$ cat config.mk
export PLATFORM = sky130hd
export DESIGN_NAME = mrs_modem
export DESIGN_NICKNAME = d
export VERILOG_FILES = /design/src/common/mrs_pkg.sv /design/src/design/mrs_rate_nco.sv /design/src/design/mrs_modem.sv
export SDC_FILE = /design/constraint.sdc
export NUM_CORES = 1
export LEC_CHECK = 0
export BUFFER_PORTS_ARGS = -buffer_cell sky130_fd_sc_hd__clkbuf_2
export CAP_MARGIN = 20
export CORE_UTILIZATION = 33
export CTS_CLUSTER_SIZE = 10
export DETAILED_ROUTE_END_ITERATION = 16
export PLACE_DENSITY = 0.51
export SYNTH_ARGS = -nofsm -noshare
export SYNTH_HDL_FRONTEND = slang
export SYNTH_SLANG_ARGS = --single-unit
$ cat constraint.sdc
create_clock -name clk -period 7.05 [get_ports clk]
set_input_delay 1.0575 -clock clk [delete_from_list [all_inputs] [get_ports clk]]
set_output_delay 1.0575 -clock clk [all_outputs]
set_load 0.01 [all_outputs]
$ cat src/common/mrs_pkg.sv
// Register map, field layout, reset values and carrier types of the modem block
package mrs_pkg;
  // Register byte offsets
  localparam logic [5:0] OFF_MODEM_CFG_D = 6'h00;
  localparam logic [5:0] OFF_MODEM_CFG_C = 6'h04;
  localparam logic [5:0] OFF_MODEM_CFG_B = 6'h08;
  localparam logic [5:0] OFF_SYNC_HIGH   = 6'h0C;
  localparam logic [5:0] OFF_SYNC_LOW    = 6'h10;
  localparam logic [5:0] OFF_OFFSET_CFG  = 6'h14;
  localparam logic [5:0] OFF_SYNTH_LOW   = 6'h18;
  localparam logic [5:0] OFF_FREQ_EST    = 6'h1C;
  localparam logic [5:0] OFF_STATUS      = 6'h20;
  localparam logic [5:0] OFF_PQI_CFG     = 6'h24;
  // Reset values
  localparam logic [7:0] RST_CFG_D  = 8'h8C;
  localparam logic [7:0] RST_CFG_C  = 8'h22;
  localparam logic [7:0] RST_CFG_B  = 8'h02;
  localparam logic [7:0] RST_SYNC_H = 8'h5A;
  localparam logic [7:0] RST_SYNC_L = 8'hC3;
  localparam logic [7:0] RST_OCC    = 8'h1E;
  localparam logic [7:0] RST_TRIM   = 8'h00;
  localparam logic [7:0] RST_PQI    = 8'h00;
  // Field positions
  localparam int BWE_LSB  = 6;
  localparam int BWM_LSB  = 4;
  localparam int RE_LSB   = 0;
  localparam int MOD_LSB  = 4;
  localparam int SMODE_LSB = 0;
  localparam int GATE_BIT = 5;
  localparam int PREK_LSB = 3;
  localparam int POSTK_LSB = 1;
  localparam int LIM_BIT  = 0;
  // Encodings and figures
  localparam logic [2:0] MOD_OOK    = 3'h3;
  localparam int unsigned RATE_BASE = 256;
  localparam int unsigned RATE_FRAC = 28;
  localparam int unsigned BW_BASE   = 4;
  localparam int unsigned BW_PRE    = 3;
  localparam int unsigned SYNC_W    = 16;
  localparam logic [5:0] TH_15_16   = 6'd15;
  localparam logic [5:0] TH_16_16   = 6'd16;
  localparam logic [5:0] TH_30_32   = 6'd30;
  localparam logic [4:0] PQI_MAX    = 5'd31;
  localparam logic [4:0] PQI_DROP   = 5'd4;
  localparam int unsigned PQI_STEP  = 2;
  localparam logic [1:0] RESP_OKAY  = 2'b00;
  localparam logic [1:0] RESP_SLV   = 2'b10;

  typedef struct packed {
    logic signed [7:0] freq;
    logic [7:0]        amp;
    logic              carrier_sense;
  } mrs_rx_in_s;

  typedef struct packed {
    logic       bit_val;
    logic       bit_valid;
    logic       sync_found;
    logic [7:0] rx_byte;
    logic       byte_valid;
    logic [7:0] rssi;
  } mrs_rx_out_s;

  typedef enum logic [1:0] {TX_IDLE, TX_SYNC, TX_DATA} mrs_tx_e;
endpackage

$ cat src/design/mrs_rate_nco.sv
// Symbol-rate phase accumulator with optional phase nudge
`timescale 1ns/1ps
module mrs_rate_nco #(
  parameter int unsigned ACC_W = 28
) (
  // Clock and reset
  input  wire logic       clk,
  input  wire logic       reset,
  // Rate setting
  input  wire logic [7:0] mant,
  input  wire logic [3:0] expo,
  // Phase nudge
  input  wire logic       advance,
  input  wire logic       retard,
  // Outputs
  output logic            tick,
  output logic            late_half
);
  import mrs_pkg::*;

  generate
    if (ACC_W < 25)
      $error("ACC_W too small for the rate range");
  endgenerate

  logic [ACC_W-1:0] acc_r;
  logic [ACC_W-1:0] inc;
  logic [ACC_W:0]   sum_nxt;

  // Increment (256 + mantissa) << exponent over 2^ACC_W
  always_comb
  begin
    inc = ACC_W'({1'b1, mant}) << expo;
    sum_nxt = {1'b0, acc_r} + {1'b0, inc};
    if (advance)
      sum_nxt = sum_nxt + {3'b000, inc[ACC_W-1:2]};
    else if (retard)
      sum_nxt = sum_nxt - {3'b000, inc[ACC_W-1:2]};
  end

  always_ff @(posedge clk)
  begin
    if (reset)
    begin
      acc_r <= '0;
      tick  <= 1'b0;
    end
    else
    begin
      acc_r <= sum_nxt[ACC_W-1:0];
      tick  <= sum_nxt[ACC_W];
    end
  end

  assign late_half = acc_r[ACC_W-1];
endmodule

$ cat src/design/mrs_modem.sv
// Modem rate, channel filter, offset compensation and sync detection with AXI4-Lite registers
`timescale 1ns/1ps

// Behaviour
// - Rates from crystal, (256+mantissa), exponent, 2^28
// - Rate spans about 1.2 to 500 kBaud
// - Filter bandwidth from 8*(4+mantissa)*2^exponent
// - Bandwidth exponent and mantissa are two-bit codes
// - Digital filtering, offset compensation, signal strength
// - Offset estimate readable in frequency estimate register
// - Written offset trim retunes the synthesizer
// - Offset tracking clamped to selectable limit of limit code times 4096, independent of bandwidth
// - Carrier-sense gate freezes compensator until sense
// - Separate tracking gains before and after sync
// - No offset compensation under on-off keying
// - Bit clock recovered and continuously resynchronised
// - 16-bit sync word, repeatable, sent and aligned
// - Search stops at first sync until restart, accepts configured sync word with up to 1 (15/16) or 2 (30/32) bit errors
// - Match thresholds 15/16, 16/16, 30/32
// - Optional preamble quality and carrier qualification
// - Sync word from high and low bytes
// - Sync modes 3 and 7 repeat word
module mrs_modem #(
  parameter int unsigned NCO_W = 28
) (
  // Clock and reset
  input  wire logic                clk,
  input  wire logic                reset,
  // AXI4-Lite slave
  input  wire logic [5:0]          s_axi_awaddr,
  input  wire logic                s_axi_awvalid,
  output logic                     s_axi_awready,
  input  wire logic [31:0]         s_axi_wdata,
  input  wire logic [3:0]          s_axi_wstrb,
  input  wire logic                s_axi_wvalid,
  output logic                     s_axi_wready,
  output logic [1:0]               s_axi_bresp,
  output logic                     s_axi_bvalid,
  input  wire logic                s_axi_bready,
  input  wire logic [5:0]          s_axi_araddr,
  input  wire logic                s_axi_arvalid,
  output logic                     s_axi_arready,
  output logic [31:0]              s_axi_rdata,
  output logic [1:0]               s_axi_rresp,
  output logic                     s_axi_rvalid,
  input  wire logic                s_axi_rready,
  // Receive path
  input  wire mrs_pkg::mrs_rx_in_s rx_in,
  input  wire logic                rx_restart,
  output mrs_pkg::mrs_rx_out_s     rx_out,
  // Transmit path
  input  wire logic                tx_start,
  input  wire logic                tx_data,
  output logic                     tx_bit,
  output logic                     tx_data_take,
  // Synthesizer
  output logic [7:0]               synth_offset
);
  import mrs_pkg::*;

  generate
    if (NCO_W != RATE_FRAC)
      $error("NCO_W must match the rate fraction");
  endgenerate

  // Registers
  logic [7:0] cfg_d_r, cfg_c_r, cfg_b_r, sync_h_r, sync_l_r, occ_r, trim_r, pqi_cfg_r;
  logic [1:0] bw_exponent, bw_mantissa, lim_code, pre_k, post_k;
  logic [3:0] rate_exponent;
  logic [7:0] rate_mantissa;
  logic [2:0] sync_mode, mod_fmt, pqi_thr;
  logic       is_ook, cs_gate;

  // Field decode
  assign bw_exponent   = cfg_d_r[BWE_LSB +: 2];
  assign bw_mantissa   = cfg_d_r[BWM_LSB +: 2];
  assign rate_exponent = cfg_d_r[RE_LSB +: 4];
  assign rate_mantissa = cfg_c_r;
  assign mod_fmt       = cfg_b_r[MOD_LSB +: 3];
  assign sync_mode     = cfg_b_r[SMODE_LSB +: 3];
  assign cs_gate       = occ_r[GATE_BIT];
  assign pre_k         = occ_r[PREK_LSB +: 2];
  assign post_k        = occ_r[POSTK_LSB +: 2];
  assign lim_code      = {occ_r[LIM_BIT], occ_r[LIM_BIT+1]};
  assign pqi_thr       = pqi_cfg_r[2:0];
  assign is_ook        = (mod_fmt == MOD_OOK);

  // AXI write channel: address and data taken in either order
  logic       aw_got_r, w_got_r;
  logic [5:0] aw_addr_r;
  logic [7:0] w_data_r;
  logic       w_lane_r;
  logic       wr_fire, wr_ok;

  assign wr_fire = aw_got_r && w_got_r && !s_axi_bvalid;
  always_comb
  begin
    unique case (aw_addr_r)
      OFF_MODEM_CFG_D, OFF_MODEM_CFG_C, OFF_MODEM_CFG_B, OFF_SYNC_HIGH,
      OFF_SYNC_LOW, OFF_OFFSET_CFG, OFF_SYNTH_LOW, OFF_PQI_CFG: wr_ok = 1'b1;
      default: wr_ok = 1'b0;
    endcase
  end

  always_ff @(posedge clk)
  begin
    if (reset)
    begin
      aw_got_r      <= 1'b0;
      w_got_r       <= 1'b0;
      aw_addr_r     <= '0;
      w_data_r      <= '0;
      w_lane_r      <= 1'b0;
      s_axi_awready <= 1'b0;
      s_axi_wready  <= 1'b0;
      s_axi_bvalid  <= 1'b0;
      s_axi_bresp   <= RESP_OKAY;
    end
    else
    begin
      s_axi_awready <= !aw_got_r && !s_axi_awready;
      s_axi_wready  <= !w_got_r && !s_axi_wready;
      if (s_axi_awvalid && s_axi_awready)
      begin
        aw_got_r  <= 1'b1;
        aw_addr_r <= s_axi_awaddr;
      end
      if (s_axi_wvalid && s_axi_wready)
      begin
        w_got_r  <= 1'b1;
        w_data_r <= s_axi_wdata[7:0];
        w_lane_r <= s_axi_wstrb[0];
      end
      if (wr_fire)
      begin
        s_axi_bvalid <= 1'b1;
        s_axi_bresp  <= wr_ok ? RESP_OKAY : RESP_SLV;
      end
      else if (s_axi_bvalid && s_axi_bready)
      begin
        s_axi_bvalid <= 1'b0;
        aw_got_r     <= 1'b0;
        w_got_r      <= 1'b0;
      end
    end
  end

  // Register store
  logic wr_en;
  assign wr_en = wr_fire && w_lane_r;
  always_ff @(posedge clk)
  begin
    if (reset)
    begin
      cfg_d_r   <= RST_CFG_D;
      cfg_c_r   <= RST_CFG_C;
      cfg_b_r   <= RST_CFG_B;
      sync_h_r  <= RST_SYNC_H;
      sync_l_r  <= RST_SYNC_L;
      occ_r     <= RST_OCC;
      trim_r    <= RST_TRIM;
      pqi_cfg_r <= RST_PQI;
    end
    else if (wr_en)
    begin
      unique case (aw_addr_r)
        OFF_MODEM_CFG_D: cfg_d_r <= w_data_r;
        OFF_MODEM_CFG_C: cfg_c_r <= w_data_r;
        OFF_MODEM_CFG_B: cfg_b_r <= w_data_r;
        OFF_SYNC_HIGH:   sync_h_r <= w_data_r;
        OFF_SYNC_LOW:    sync_l_r <= w_data_r;
        OFF_OFFSET_CFG:  occ_r <= w_data_r;
        OFF_SYNTH_LOW:   trim_r <= w_data_r;
        OFF_PQI_CFG:     pqi_cfg_r <= w_data_r;
        default:         ;
      endcase
    end
  end

  // Synthesizer retune follows the trim field
  always_ff @(posedge clk)
  begin
    if (reset)
      synth_offset <= RST_TRIM;
    else
      synth_offset <= trim_r;
  end

  // Symbol rate generators
  logic tx_tick, rx_tick, rx_late, nudge_adv, nudge_ret;
  mrs_rate_nco #(.ACC_W(NCO_W)) u_tx_nco (
    .clk       (clk),
    .reset     (reset),
    .mant      (rate_mantissa),
    .expo      (rate_exponent),
    .advance   (1'b0),
    .retard    (1'b0),
    .tick      (tx_tick),
    .late_half ()
  );
  mrs_rate_nco #(.ACC_W(NCO_W)) u_rx_nco (
    .clk       (clk),
    .reset     (reset),
    .mant      (rate_mantissa),
    .expo      (rate_exponent),
    .advance   (nudge_adv),
    .retard    (nudge_ret),
    .tick      (rx_tick),
    .late_half (rx_late)
  );

  // Channel filter: boxcar over (4+M)*2^E samples
  logic [5:0]         decim, fcnt_r;
  logic signed [13:0] fsum_r;
  logic [13:0]        asum_r;
  logic signed [7:0]  filt_r;
  logic               filt_v;
  logic [3:0]         fshift;
  assign decim  = 6'((BW_BASE + 32'(bw_mantissa)) << bw_exponent);
  assign fshift = 4'(32'(bw_exponent) + BW_PRE);
  always_ff @(posedge clk)
  begin
    if (reset)
    begin
      fcnt_r      <= '0;
      fsum_r      <= '0;
      asum_r      <= '0;
      filt_r      <= '0;
      filt_v      <= 1'b0;
      rx_out.rssi <= '0;
    end
    else
    begin
      filt_v <= 1'b0;
      if (fcnt_r == decim - 6'd1)
      begin
        fcnt_r      <= '0;
        fsum_r      <= '0;
        asum_r      <= '0;
        filt_r      <= 8'((fsum_r + 14'(rx_in.freq)) >>> fshift);
        rx_out.rssi <= 8'((asum_r + 14'(rx_in.amp)) >> fshift);
        filt_v      <= 1'b1;
      end
      else
      begin
        fcnt_r <= fcnt_r + 6'd1;
        fsum_r <= fsum_r + 14'(rx_in.freq);
        asum_r <= asum_r + 14'(rx_in.amp);
      end
    end
  end

  // Offset estimator with clamp, gate and two gains
  logic signed [15:0] est_r, est_step, est_nxt, lim;
  logic [2:0]         kshift;
  logic               sync_seen_r, freeze;
  assign lim    = 16'(32'(lim_code) << 12);
  assign kshift = 3'({1'b0, sync_seen_r ? post_k : pre_k}) + 3'd1;
  assign freeze = is_ook || (cs_gate && !rx_in.carrier_sense);
  always_comb
  begin
    est_step = ($signed({filt_r, 8'h00}) - est_r) >>> kshift;
    est_nxt  = est_r + est_step;
    if (est_nxt > lim)
      est_nxt = lim;
    else if (est_nxt < -lim)
      est_nxt = -lim;
  end
  always_ff @(posedge clk)
  begin
    if (reset)
      est_r <= '0;
    else if (filt_v && !freeze)
      est_r <= est_nxt;
  end

  // Data decision and bit synchroniser
  logic signed [8:0] comp;
  logic              dec_r;
  assign comp = is_ook ? 9'(rx_out.rssi) - 9'sd128 : 9'(filt_r) - 9'($signed(est_r[15:8]));
  // Decision edges steered towards mid-phase of the receive tick
  assign nudge_adv = filt_v && (!comp[8] != dec_r) && !rx_late;
  assign nudge_ret = filt_v && (!comp[8] != dec_r) && rx_late;
  always_ff @(posedge clk)
  begin
    if (reset)
    begin
      dec_r            <= 1'b0;
      rx_out.bit_val   <= 1'b0;
      rx_out.bit_valid <= 1'b0;
    end
    else
    begin
      if (filt_v)
        dec_r <= !comp[8];
      rx_out.bit_valid <= rx_tick;
      if (rx_tick)
        rx_out.bit_val <= dec_r;
    end
  end

  // Sync correlator, preamble quality and byte alignment
  function automatic logic [5:0] ones32(input logic [31:0] v);
    logic [5:0] n;
    n = '0;
    for (int i = 0; i < 32; i++)
      n = n + 6'(v[i]);
    return n;
  endfunction

  logic [31:0] rx_sr_r, pat;
  logic [5:0]  hits16, hits32;
  logic [4:0]  pqi_r;
  logic [2:0]  bcnt_r;
  logic        match_ok, pqi_ok, long_sync;
  assign long_sync = (sync_mode[1:0] == 2'd3);
  assign pat    = {sync_h_r, sync_l_r, sync_h_r, sync_l_r};
  assign hits16 = ones32({16'h0000, ~(rx_sr_r[SYNC_W-1:0] ^ pat[SYNC_W-1:0])});
  assign hits32 = ones32(~(rx_sr_r ^ pat));
  always_comb
  begin
    unique case (sync_mode[1:0])
      2'd1: match_ok = hits16 >= TH_15_16;
      2'd2: match_ok = hits16 >= TH_16_16;
      2'd3: match_ok = hits32 >= TH_30_32;
      default: match_ok = 1'b0;
    endcase
    if (sync_mode[2] && !rx_in.carrier_sense)
      match_ok = 1'b0;
  end
  assign pqi_ok = (pqi_thr == 3'd0) || (pqi_r > 5'(32'(pqi_thr) << PQI_STEP));

  always_ff @(posedge clk)
  begin
    if (reset)
    begin
      rx_sr_r           <= '0;
      pqi_r             <= '0;
      bcnt_r            <= '0;
      sync_seen_r       <= 1'b0;
      rx_out.sync_found <= 1'b0;
      rx_out.rx_byte    <= '0;
      rx_out.byte_valid <= 1'b0;
    end
    else
    begin
      rx_out.sync_found <= 1'b0;
      rx_out.byte_valid <= 1'b0;
      if (rx_restart)
        sync_seen_r <= 1'b0;
      if (rx_out.bit_valid)
      begin
        rx_sr_r <= {rx_sr_r[30:0], rx_out.bit_val};
        if (rx_out.bit_val != rx_sr_r[0])
          pqi_r <= (pqi_r == PQI_MAX) ? PQI_MAX : pqi_r + 5'd1;
        else
          pqi_r <= (pqi_r < PQI_DROP) ? 5'd0 : pqi_r - PQI_DROP;
        bcnt_r <= bcnt_r + 3'd1;
        if (sync_seen_r && bcnt_r == 3'd7)
        begin
          rx_out.rx_byte    <= {rx_sr_r[6:0], rx_out.bit_val};
          rx_out.byte_valid <= 1'b1;
        end
      end
      else if (!sync_seen_r && !rx_restart && match_ok && pqi_ok)
      begin
        sync_seen_r       <= 1'b1;
        rx_out.sync_found <= 1'b1;
        bcnt_r            <= '0;
      end
    end
  end

  // Transmit: sync word inserted ahead of data
  mrs_tx_e     tx_st_r;
  logic [4:0]  tx_cnt_r;
  logic [4:0]  tx_last;
  assign tx_last = long_sync ? 5'd31 : 5'd15;
  always_ff @(posedge clk)
  begin
    if (reset)
    begin
      tx_st_r      <= TX_IDLE;
      tx_cnt_r     <= '0;
      tx_bit       <= 1'b0;
      tx_data_take <= 1'b0;
    end
    else
    begin
      tx_data_take <= 1'b0;
      unique case (tx_st_r)
        TX_IDLE:
          if (tx_start)
          begin
            tx_st_r  <= TX_SYNC;
            tx_cnt_r <= '0;
          end
        TX_SYNC:
          if (tx_tick)
          begin
            tx_bit   <= pat[5'd31 - tx_cnt_r + (long_sync ? 5'd0 : 5'd16)];
            tx_cnt_r <= tx_cnt_r + 5'd1;
            if (tx_cnt_r == tx_last)
              tx_st_r <= TX_DATA;
          end
        TX_DATA:
          if (!tx_start)
            tx_st_r <= TX_IDLE;
          else if (tx_tick)
          begin
            tx_bit       <= tx_data;
            tx_data_take <= 1'b1;
          end
      endcase
    end
  end

  // AXI read channel
  always_ff @(posedge clk)
  begin
    if (reset)
    begin
      s_axi_arready <= 1'b0;
      s_axi_rvalid  <= 1'b0;
      s_axi_rdata   <= '0;
      s_axi_rresp   <= RESP_OKAY;
    end
    else
    begin
      s_axi_arready <= !s_axi_rvalid && !s_axi_arready;
      if (s_axi_arvalid && s_axi_arready)
      begin
        s_axi_rvalid <= 1'b1;
        s_axi_rresp  <= RESP_OKAY;
        unique case (s_axi_araddr)
          OFF_MODEM_CFG_D: s_axi_rdata <= {24'h0, cfg_d_r};
          OFF_MODEM_CFG_C: s_axi_rdata <= {24'h0, cfg_c_r};
          OFF_MODEM_CFG_B: s_axi_rdata <= {24'h0, cfg_b_r};
          OFF_SYNC_HIGH:   s_axi_rdata <= {24'h0, sync_h_r};
          OFF_SYNC_LOW:    s_axi_rdata <= {24'h0, sync_l_r};
          OFF_OFFSET_CFG:  s_axi_rdata <= {24'h0, occ_r};
          OFF_SYNTH_LOW:   s_axi_rdata <= {24'h0, trim_r};
          OFF_FREQ_EST:    s_axi_rdata <= {24'h0, est_r[15:8]};
          OFF_STATUS:      s_axi_rdata <= {19'h0, pqi_r, 6'h0, rx_in.carrier_sense, sync_seen_r};
          OFF_PQI_CFG:     s_axi_rdata <= {24'h0, pqi_cfg_r};
          default:
          begin
            s_axi_rdata <= '0;
            s_axi_rresp <= RESP_SLV;
          end
        endcase
      end
      else if (s_axi_rvalid && s_axi_rready)
        s_axi_rvalid <= 1'b0;
    end
  end
endmodule

==> results of run 1 <==
## metal layers
| layer | vias up | wire [um] |
|---|---|---|
| met5 | - | 13 |
| met4 | 2 | 1650 |
| met3 | 103 | 2760 |
| met2 | 390 | 28700 |
| met1 | 9095 | 29000 |
| li1 | 9407 | - |
## area by class of cell
cell class | count | area share (%)
multi-input cells | 2060 | 60.4
flip-flops and latches | 297 | 24.5
well taps | 855 | 4.41
clock buffers | 50 | 4.36
repair buffers | 131 | 3.16
inverters | 160 | 2.48
clock inverters | 11 | 0.609
## cells in the mapped netlist, types with 56 or more instances
library cell / number / area share [%]
sky130_fd_sc_hd__a21oi_1: 203 / 4.7
sky130_fd_sc_hd__clkbuf_1: 106 / 1.8
sky130_fd_sc_hd__dfxtp_1: 297 / 27
sky130_fd_sc_hd__ha_1: 174 / 10
sky130_fd_sc_hd__inv_1: 158 / 2.7
sky130_fd_sc_hd__mux2i_1: 125 / 5.8
sky130_fd_sc_hd__nand2_1: 206 / 3.6
sky130_fd_sc_hd__nor2_1: 328 / 5.7
sky130_fd_sc_hd__nor3_1: 56 / 1.3
sky130_fd_sc_hd__o21ai_0: 105 / 2.4
sky130_fd_sc_hd__xnor2_1: 82 / 3.3
sky130_fd_sc_hd__xor2_1: 79 / 3.2
## report_power, final
| group | internal, mW | leakage (nW) | switching (mW) | total (mW) |
|---|---|---|---|---|
| sequential | 1.75 | 2.41 | 0.0416 | 1.79 |
| combinational | 0.324 | 7.34 | 0.495 | 0.820 |
| clock | 1.13 | 0.588 | 0.794 | 1.92 |
| total | 3.20 | 10.3 | 1.33 | 4.53 |
## flip-flops by register name, summed over array words and instances (netlist names), 13 cells and up
signal,flops
rx_sr_r,32
fsum_r,14
est_r,16
u_tx_nco.acc_r,28
rx_out,20
s_axi_rdata,13
asum_r,14
u_rx_nco.acc_r,28
## stage by stage
| step | setup WS, ns | area, um^2 |
|---|---|---|
| global placement | 0.270 | 23000 |
| CTS | 0.161 | 24200 |
| detailed placement | 0.241 | 23000 |
| finish | 0.343 | 24200 |
| global route | -0.0643 | 24200 |
| floorplan | 0.671 | 21800 |
## logic make-up (layout without fill, tap and decap cells)
logic type                 Yosys count  in the layout  share of synthesized area, %
and+or+nand+nor                    867            867                          18.7
AOI/OAI and AO/OA                  639            639                          19.2
buffers and inverters              305            352                          5.66
DFF                                297            297                          27.4
adders and majority gates          212            212                          13.6
xor gates and xnor gates           161            161                          6.50
muxes                              160            160                          8.94
other                                1             21                        0.0173
## worst paths after layout
kind	end	cells after the start	slack, ns	from
hold reg to reg	s_axi_wready$_SDFF_PP0_	1	0.44	w_got_r$_SDFF_PP0_
hold / removal	s_axi_wready$_SDFF_PP0_	1	0.44	w_got_r$_SDFF_PP0_
setup / recovery	est_r[12]$_SDFFE_PP0P_	24	0.34	sync_seen_r$_SDFF_PP0_
setup reg to reg	est_r[12]$_SDFFE_PP0P_	24	0.34	sync_seen_r$_SDFF_PP0_
## repair_timing
| action | in CTS | in global routing |
|---|---|---|
| setup endpoints to repair | 0 | 19 |
| gates resized for setup | 0 | 13 |
| hold endpoints to repair | 0 | 0 |
## critical path, stage by stage (launching register included)
cell                       delay (ns)
sky130_fd_sc_hd__dfxtp_1         0.44
sky130_fd_sc_hd__buf_4           0.22
sky130_fd_sc_hd__mux2_2          0.40
sky130_fd_sc_hd__ha_1            0.59
sky130_fd_sc_hd__mux2i_1         0.36
sky130_fd_sc_hd__mux2i_1         0.14
sky130_fd_sc_hd__ha_1            0.37
sky130_fd_sc_hd__and3_1          0.20
sky130_fd_sc_hd__a2111o_1        0.44
sky130_fd_sc_hd__a311oi_2        0.36
sky130_fd_sc_hd__buf_4           0.18
sky130_fd_sc_hd__nor2_1          0.04
sky130_fd_sc_hd__nor2_1          0.17
sky130_fd_sc_hd__xnor2_1         0.13
sky130_fd_sc_hd__ha_1            0.31
sky130_fd_sc_hd__nand2_1         0.12
sky130_fd_sc_hd__nor4_2          0.24
sky130_fd_sc_hd__o221a_2         0.22
sky130_fd_sc_hd__o211ai_1        0.11
sky130_fd_sc_hd__or4_1           0.59
sky130_fd_sc_hd__o31ai_4         0.29
sky130_fd_sc_hd__a31oi_4         0.17
sky130_fd_sc_hd__nor2_2          0.16
sky130_fd_sc_hd__mux2i_1         0.21
sky130_fd_sc_hd__a211oi_1        0.09
==> flow_summary.html, run 1 <==
<table>
<tr><th>Metric</th><th>Value</th></tr>
<tr><th colspan="2">Layout</th></tr>
<tr><td>Number of fill cells</td><td>6715</td></tr>
<tr><td>Multi-input gate area in the final layout</td><td>14600 um^2</td></tr>
<tr><td>Combined flip-flop and latch cell area</td><td>5950 um^2</td></tr>
<tr><td>Final nets</td><td>2976</td></tr>
<tr><td>Commonest cells after routing, fill and taps aside</td><td>sky130_fd_sc_hd__nor2_1 (328), sky130_fd_sc_hd__dfxtp_1 (294), sky130_fd_sc_hd__nand2_1 (206)</td></tr>
<tr><td>Fraction of layout instances using a drive strength above 1</td><td>9.78%</td></tr>
<tr><td>Most common cell after layout, fill and taps aside</td><td>sky130_fd_sc_hd__nor2_1</td></tr>
<tr><td>Share of the core filled with cells in the final layout</td><td>37.5%</td></tr>
<tr><td>Area growth from synthesis to layout</td><td>11.8%</td></tr>
<tr><td>Cell Count, Final, Fillers Out</td><td>3564</td></tr>
<tr><td>Number of diodes</td><td>0</td></tr>
<tr><th colspan="2">Clock tree</th></tr>
<tr><td>Clock tree from TritonCTS</td><td>built</td></tr>
<tr><td>H-tree depth</td><td>2</td></tr>
<tr><td>Reg clk slew, reported paths</td><td>0.06 ns</td></tr>
<tr><td>Post-CTS Repair Setup Buffers</td><td>0</td></tr>
<tr><td>Clk Latency, worst-skew pair</td><td>0.57 ns</td></tr>
<tr><td>CTS sink count</td><td>297</td></tr>
<tr><td>Clock buffers created by TritonCTS</td><td>39</td></tr>
<tr><td>CTS Hold Buffers Added</td><td>0</td></tr>
<tr><td>Maximum clock insertion buffer count</td><td>3</td></tr>
<tr><td>Clock root buffer</td><td>sky130_fd_sc_hd__clkbuf_16</td></tr>
<tr><th colspan="2">GRT</th></tr>
<tr><td>Global routing usage on met2</td><td>30.6%</td></tr>
<tr><td>Grt total ovfl</td><td>0</td></tr>
<tr><td>Maximum number of pins on one net before global-route repair</td><td>97</td></tr>
<tr><td>Initial antenna violation count</td><td>1</td></tr>
<tr><td>Tot GR Track Use</td><td>18.3%</td></tr>
<tr><td>Via count of the first global-routing pass</td><td>18527</td></tr>
<tr><td>Layer with the highest usage</td><td>met2</td></tr>
<tr><td>Global-route met1 utilization</td><td>24.1%</td></tr>
<tr><td>Wire length of the first global-routing pass</td><td>99.1 mm</td></tr>
<tr><td>Met3 track demand over resource in global routing</td><td>2.88%</td></tr>
<tr><th colspan="2">STA</th></tr>
<tr><td>Achievable Freq</td><td>149 MHz</td></tr>
<tr><td>Min cycle time layout</td><td>6.71 ns</td></tr>
<tr><td>Final setup violation count</td><td>0</td></tr>
<tr><td>Worst-margin pin slew</td><td>1.02 ns</td></tr>
<tr><td>Hold WS</td><td>0.444 ns</td></tr>
<tr><td>Max-slew violation count</td><td>0</td></tr>
<tr><td>Final hold vios</td><td>0</td></tr>
<tr><td>Max Clock Skew</td><td>0.0227 ns</td></tr>
<tr><td>Post-route fraction of the period consumed by the critical path</td><td>95.1%</td></tr>
<tr><td>Setup TNS</td><td>0 ns</td></tr>
<tr><td>Relative slew slack</td><td>32.3%</td></tr>
<tr><th colspan="2">Die</th></tr>
<tr><td>Chip width</td><td>258 um</td></tr>
<tr><td>Placeable Area</td><td>64700 um^2</td></tr>
<tr><td>Die Height</td><td>258 um</td></tr>
<tr><td>Number of I/O pins</td><td>146</td></tr>
<tr><td>Full die area</td><td>66700 um^2</td></tr>
<tr><td>Standard-cell rows</td><td>93</td></tr>
<tr><td>Initial cell density of the core</td><td>33.5%</td></tr>
<tr><th colspan="2">Worst setup path</th></tr>
<tr><td>Startpoint type of the worst setup path</td><td>register</td></tr>
<tr><td>Required time of the worst setup path</td><td>7.46 ns</td></tr>
<tr><td>Worst setup EP type</td><td>register</td></tr>
<tr><td>Maximum fanout along the worst path</td><td>13</td></tr>
<tr><td>Category of the critical setup timing path</td><td>reg -&gt; reg</td></tr>
<tr><td>Crit path DAT</td><td>7.12 ns</td></tr>
<tr><th colspan="2">Min path</th></tr>
<tr><td>Class of the most critical hold timing path</td><td>reg -&gt; reg</td></tr>
<tr><th colspan="2">Power and ir drop</th></tr>
<tr><td>Leak Pwr</td><td>10.3 nW</td></tr>
<tr><td>Overall Power</td><td>4.53 mW</td></tr>
<tr><td>Power per cell area</td><td>187 nW/um^2</td></tr>
<tr><td>IR drop worst, VDD</td><td>150 uV</td></tr>
<tr><th colspan="2">Drt</th></tr>
<tr><td>Routed vias</td><td>18997</td></tr>
<tr><td>Number of vias per cell after detailed routing</td><td>5.33</td></tr>
<tr><td>Router iterations before antenna repair</td><td>5</td></tr>
<tr><td>WL/cell</td><td>17.4 um</td></tr>
<tr><td>Count of nets left with antenna violations after detail routing</td><td>0</td></tr>
<tr><td>Sum of routed wire length over all layers</td><td>62.0 mm</td></tr>
<tr><td>Number of remaining DRC errors</td><td>0</td></tr>
<tr><td>First-iteration detailed-routing DRC count</td><td>1197</td></tr>
<tr><th colspan="2">Synthesis</th></tr>
<tr><td>Mapped Area</td><td>21700 um^2</td></tr>
<tr><td>Distinct cell type count of the synthesized netlist</td><td>85</td></tr>
<tr><td>Yosys warns</td><td>0</td></tr>
<tr><td>Share of async-settable or async-resettable flops after synthesis</td><td>0%</td></tr>
<tr><td>Average cell area after synthesis</td><td>8.21 um^2</td></tr>
<tr><td>Yosys reg bits</td><td>297</td></tr>
<tr><td>Post-Syn Instances</td><td>2642</td></tr>
<tr><td>Sequential fraction of the synthesis area</td><td>27.4%</td></tr>
<tr><td>Count of flip-flops with a built-in enable after synthesis</td><td>0</td></tr>
<tr><td>Top FF cell, synth</td><td>sky130_fd_sc_hd__dfxtp_1</td></tr>
<tr><th colspan="2">Run status</th></tr>
<tr><td>Result of the run</td><td>finished clean</td></tr>
<tr><th colspan="2">Job</th></tr>
<tr><td>Max-cap viol count</td><td>0</td></tr>
<tr><th colspan="2">Place</th></tr>
<tr><td>Number of port buffers</td><td>97</td></tr>
<tr><td>Final weighted congestion in routability-driven placement</td><td>0.860</td></tr>
<tr><td>Sum of net half-perimeters after detailed placement</td><td>47.0 mm</td></tr>
<tr><td>Placed insts</td><td>3503</td></tr>
</table>
(Power assumes the default switching activity.)
==> run 2, diff against run 1 <==
==> constraint.sdc (replaced) <==
create_clock -name clk -period 7.05 [get_ports clk]
set_input_delay 0.3525 -clock clk [delete_from_list [all_inputs] [get_ports clk]]
set_output_delay 0.3525 -clock clk [all_outputs]
set_load 0.01 [all_outputs]
==> run 2 against run 1 <==
Count of clock-buffer cells in the layout grew 4. First-iteration DRC count is 10% lower. Global-route usage about the same. Die area did not move. Worst hold slack lost 0.42 ns. Cell count grew 0.42%. Combinational power rose by 1%. Critical path depth up 6. Setup slack improved by 0.067 ns. Utilization is 0.27 points higher. Largest cell class unchanged. Clock power increased by 2%. Via count is 0.16% lower. Critical endpoint is now est_r[6]$_SDFFE_PP0P_.
==> flow_summary.html, run 2 (synthesized netlist as in run 1, its figures left out) <==
<table>
<tr><th>Metric</th><th>Value</th></tr>
<tr><th colspan="2">Run status</th></tr>
<tr><td>Result of the run</td><td>finished clean</td></tr>
<tr><th colspan="2">Clock tree</th></tr>
<tr><td>H-tree depth</td><td>2 (unchanged)</td></tr>
<tr><td>Clock tree from TritonCTS</td><td>built</td></tr>
<tr><td>Clock buffers created by TritonCTS</td><td>39 (unchanged)</td></tr>
<tr><td>Clock root buffer</td><td>sky130_fd_sc_hd__clkbuf_16</td></tr>
<tr><td>Reg clk slew, reported paths</td><td>0.06 ns (about the same)</td></tr>
<tr><td>Clk Latency, worst-skew pair</td><td>0.59 ns (+0.02 ns)</td></tr>
<tr><td>CTS sink count</td><td>297 (unchanged)</td></tr>
<tr><td>Maximum clock insertion buffer count</td><td>3 (unchanged)</td></tr>
<tr><th colspan="2">Die</th></tr>
<tr><td>Full die area</td><td>66700 um^2 (unchanged)</td></tr>
<tr><td>Chip width</td><td>258 um (unchanged)</td></tr>
<tr><td>Initial cell density of the core</td><td>33.5% (unchanged)</td></tr>
<tr><td>Number of I/O pins</td><td>146 (unchanged)</td></tr>
<tr><td>Placeable Area</td><td>64700 um^2 (unchanged)</td></tr>
<tr><td>Standard-cell rows</td><td>93 (unchanged)</td></tr>
<tr><td>Die Height</td><td>258 um (unchanged)</td></tr>
<tr><th colspan="2">Place</th></tr>
<tr><td>Final weighted congestion in routability-driven placement</td><td>0.872 (+1.4%)</td></tr>
<tr><td>DP Worst Slack</td><td>0.184 ns (-0.0577 ns)</td></tr>
<tr><td>Number of port buffers</td><td>97 (unchanged)</td></tr>
<tr><td>Sum of net half-perimeters after detailed placement</td><td>47.0 mm (about the same)</td></tr>
<tr><th colspan="2">Worst setup path</th></tr>
<tr><td>Slowest stage cell on the critical path</td><td>sky130_fd_sc_hd__or4_1</td></tr>
<tr><td>Worst setup EP type</td><td>register</td></tr>
<tr><td>Category of the critical setup timing path</td><td>reg -&gt; reg</td></tr>
<tr><td>Maximum fanout along the worst path</td><td>7 (-6)</td></tr>
<tr><td>Startpoint type of the worst setup path</td><td>register</td></tr>
<tr><td>Crit path DAT</td><td>7.13 ns (about the same)</td></tr>
<tr><td>Delay of the slowest cell on the worst path</td><td>0.59 ns (about the same)</td></tr>
<tr><td>Critical path's most frequent cell</td><td>sky130_fd_sc_hd__ha_1</td></tr>
<tr><td>Required time of the worst setup path</td><td>7.54 ns (+0.08 ns)</td></tr>
<tr><th colspan="2">GRT</th></tr>
<tr><td>Wire length of the first global-routing pass</td><td>99.9 mm (+0.82%)</td></tr>
<tr><td>Grt total ovfl</td><td>0 (unchanged)</td></tr>
<tr><td>Initial antenna violation count</td><td>1 (unchanged)</td></tr>
<tr><td>Maximum number of pins on one net before global-route repair</td><td>101 (+4.1%)</td></tr>
<tr><td>Via count of the first global-routing pass</td><td>18648 (+0.65%)</td></tr>
<tr><td>Tot GR Track Use</td><td>18.3% (+0.025 points)</td></tr>
<tr><th colspan="2">Drt</th></tr>
<tr><td>Sum of routed wire length over all layers</td><td>61.7 mm (-0.52%)</td></tr>
<tr><td>First-iteration detailed-routing DRC count</td><td>1074 (-10%)</td></tr>
<tr><td>Number of remaining DRC errors</td><td>0 (unchanged)</td></tr>
<tr><td>Number of vias per cell after detailed routing</td><td>5.30 (-0.58%)</td></tr>
<tr><td>Router iterations before antenna repair</td><td>5 (unchanged)</td></tr>
<tr><td>Routed vias</td><td>18966 (-0.16%)</td></tr>
<tr><td>WL/cell</td><td>17.2 um (-0.94%)</td></tr>
<tr><td>Count of nets left with antenna violations after detail routing</td><td>0 (unchanged)</td></tr>
<tr><th colspan="2">STA</th></tr>
<tr><td>Relative slew slack</td><td>31.7% (-0.51 points)</td></tr>
<tr><td>Slack of the critical path</td><td>0.409 ns (+0.0666 ns)</td></tr>
<tr><td>Final hold vios</td><td>0 (unchanged)</td></tr>
<tr><td>Setup TNS</td><td>0 ns (unchanged)</td></tr>
<tr><td>Post-route fraction of the period consumed by the critical path</td><td>94.2% (-0.94 points)</td></tr>
<tr><td>RSZ-0062 raised after global routing</td><td>false</td></tr>
<tr><td>Max Clock Skew</td><td>0.0407 ns (+0.0180 ns)</td></tr>
<tr><td>Min cycle time layout</td><td>6.64 ns (-0.0666 ns)</td></tr>
<tr><td>Max-slew violation count</td><td>0 (unchanged)</td></tr>
<tr><td>Final setup violation count</td><td>0 (unchanged)</td></tr>
<tr><td>Worst-margin pin slew</td><td>1.01 ns (-0.00518 ns)</td></tr>
<tr><td>Achievable Freq</td><td>151 MHz (+1.0%)</td></tr>
<tr><th colspan="2">Layout</th></tr>
<tr><td>Fraction of layout instances using a drive strength above 1</td><td>9.88% (+0.093 points)</td></tr>
<tr><td>Number of diodes</td><td>0 (unchanged)</td></tr>
<tr><td>Commonest cells after routing, fill and taps aside</td><td>sky130_fd_sc_hd__nor2_1 (328), sky130_fd_sc_hd__dfxtp_1 (292), sky130_fd_sc_hd__nand2_1 (206)</td></tr>
<tr><td>Top register by number of flip-flops</td><td>rx_sr_r</td></tr>
<tr><td>Final nets</td><td>2991 (+0.50%)</td></tr>
<tr><td>Share of the core filled with cells in the final layout</td><td>37.7% (+0.27 points)</td></tr>
<tr><td>Most common cell after layout, fill and taps aside</td><td>sky130_fd_sc_hd__nor2_1</td></tr>
<tr><td>Largest registers in the final layout</td><td>rx_sr_r x32, u_rx_nco.acc_r x28, u_tx_nco.acc_r x28</td></tr>
<tr><td>Area growth from synthesis to layout</td><td>12.6%</td></tr>
<tr><td>Number of flip-flops under the largest register name</td><td>32 (unchanged)</td></tr>
<tr><th colspan="2">Power and ir drop</th></tr>
<tr><td>Combinational cell fraction of total power</td><td>18.1% (about the same)</td></tr>
<tr><td>Relative contribution of sequential cells to total power</td><td>39.1% (-0.4 points)</td></tr>
<tr><td>Switching part of the total</td><td>29.4% (+0.072 points)</td></tr>
<tr><td>Internal power contribution</td><td>3.23 mW (+0.82%)</td></tr>
<tr><td>Clock share of power</td><td>42.8% (+0.4 points)</td></tr>
<tr><td>Switching power</td><td>1.35 mW (+1.2%)</td></tr>
<tr><td>IR drop worst, VDD</td><td>176 uV (+17%)</td></tr>
<tr><td>Power per cell area</td><td>187 nW/um^2 (+0.21%)</td></tr>
<tr><td>Leak Pwr</td><td>10.4 nW (+0.78%)</td></tr>
<tr><th colspan="2">Min path</th></tr>
<tr><td>Class of the most critical hold timing path</td><td>in -&gt; reg</td></tr>
<tr><th colspan="2">Job</th></tr>
<tr><td>Max-cap viol count</td><td>0 (unchanged)</td></tr>
</table>
==> run 2: timing repair <==
item | CTS | global route
buffers inserted | 0 | 2
endpoints found under the setup margin | 0 | 16
resized for setup | 0 | 13
hold buffers | 13 | 0
hold endpoints to repair | 14 | 0
==> run 2: path summary, 6_finish.rpt <==
| kind | from | to | slack [ns] | cells past startpoint |
|---|---|---|---|---|
| worst min-delay path | s_axi_wdata[2] | w_data_r[2]$_SDFFE_PP0P_ | 0.02 | 3 |
| worst min register to register | w_got_r$_SDFF_PP0_ | s_axi_wready$_SDFF_PP0_ | 0.45 | 1 |
| worst max-delay path | est_r[1]$_SDFFE_PP0P_ | est_r[6]$_SDFFE_PP0P_ | 0.41 | 30 |
| worst max register to register | est_r[1]$_SDFFE_PP0P_ | est_r[6]$_SDFFE_PP0P_ | 0.41 | 30 |
==> run 2: metal layers <==
metal  global-route usage [%]  vias up  share of wire (%)
met2                     31.2      370                 47
met3                     2.51       76                4.6
li1                         -     9411                  -
met5                        0        -              0.024
met4                     4.54        2                1.8
met1                     24.3     9107                 47
==> run 2: area by class of cell <==
cell class / instances / area (um^2)
fillers: 6746 / 40300
multi-input cells: 2060 / 14600
repair buffers: 146 / 907
flip-flops and latches: 297 / 5950
well taps: 855 / 1070
clock buffers: 54 / 1120
inverters: 160 / 601
clock inverters: 7 / 115
==> run 2: power by group through the flow <==
stage	Combinational (mW)	Clock (mW)	Sequential, mW
floorplan	0.642	0	1.81
global placement	0.794	0	1.82
detailed placement	0.813	0	1.83
CTS	0.825	2.02	1.79
global route	0.928	2.08	1.80
finish	0.828	1.96	1.79
==> run 2: per-stage QoR <==
| step | total power, mW | instance area (um^2) | hold slack (ns) | std cells |
|---|---|---|---|---|
| global placement | 2.62 | 23000 | 0.434 | 3502 |
| floorplan | 2.45 | 21800 | 0.421 | 2662 |
| CTS | 4.63 | 24300 | 0.000126 | 3576 |
| global route | 4.80 | 24400 | 0.0311 | 3579 |
| detailed placement | 2.64 | 23000 | 0.439 | 3502 |
| finish | 4.58 | 24400 | 0.0202 | 3579 |
==> run 2: worst max-delay path, delay by kind of cell (launching register included) <==
| kind | cells | cell delay [ns] |
|---|---|---|
| muxes | 3 | 0.55 |
| adders and majority gates | 3 | 0.89 |
| AOI/OAI and AO/OA | 12 | 2.52 |
| and+or+nand+nor | 8 | 1.61 |
| buffers and inverters | 2 | 0.22 |
| DFF | 1 | 0.42 |
| xor gates and xnor gates | 2 | 0.31 |
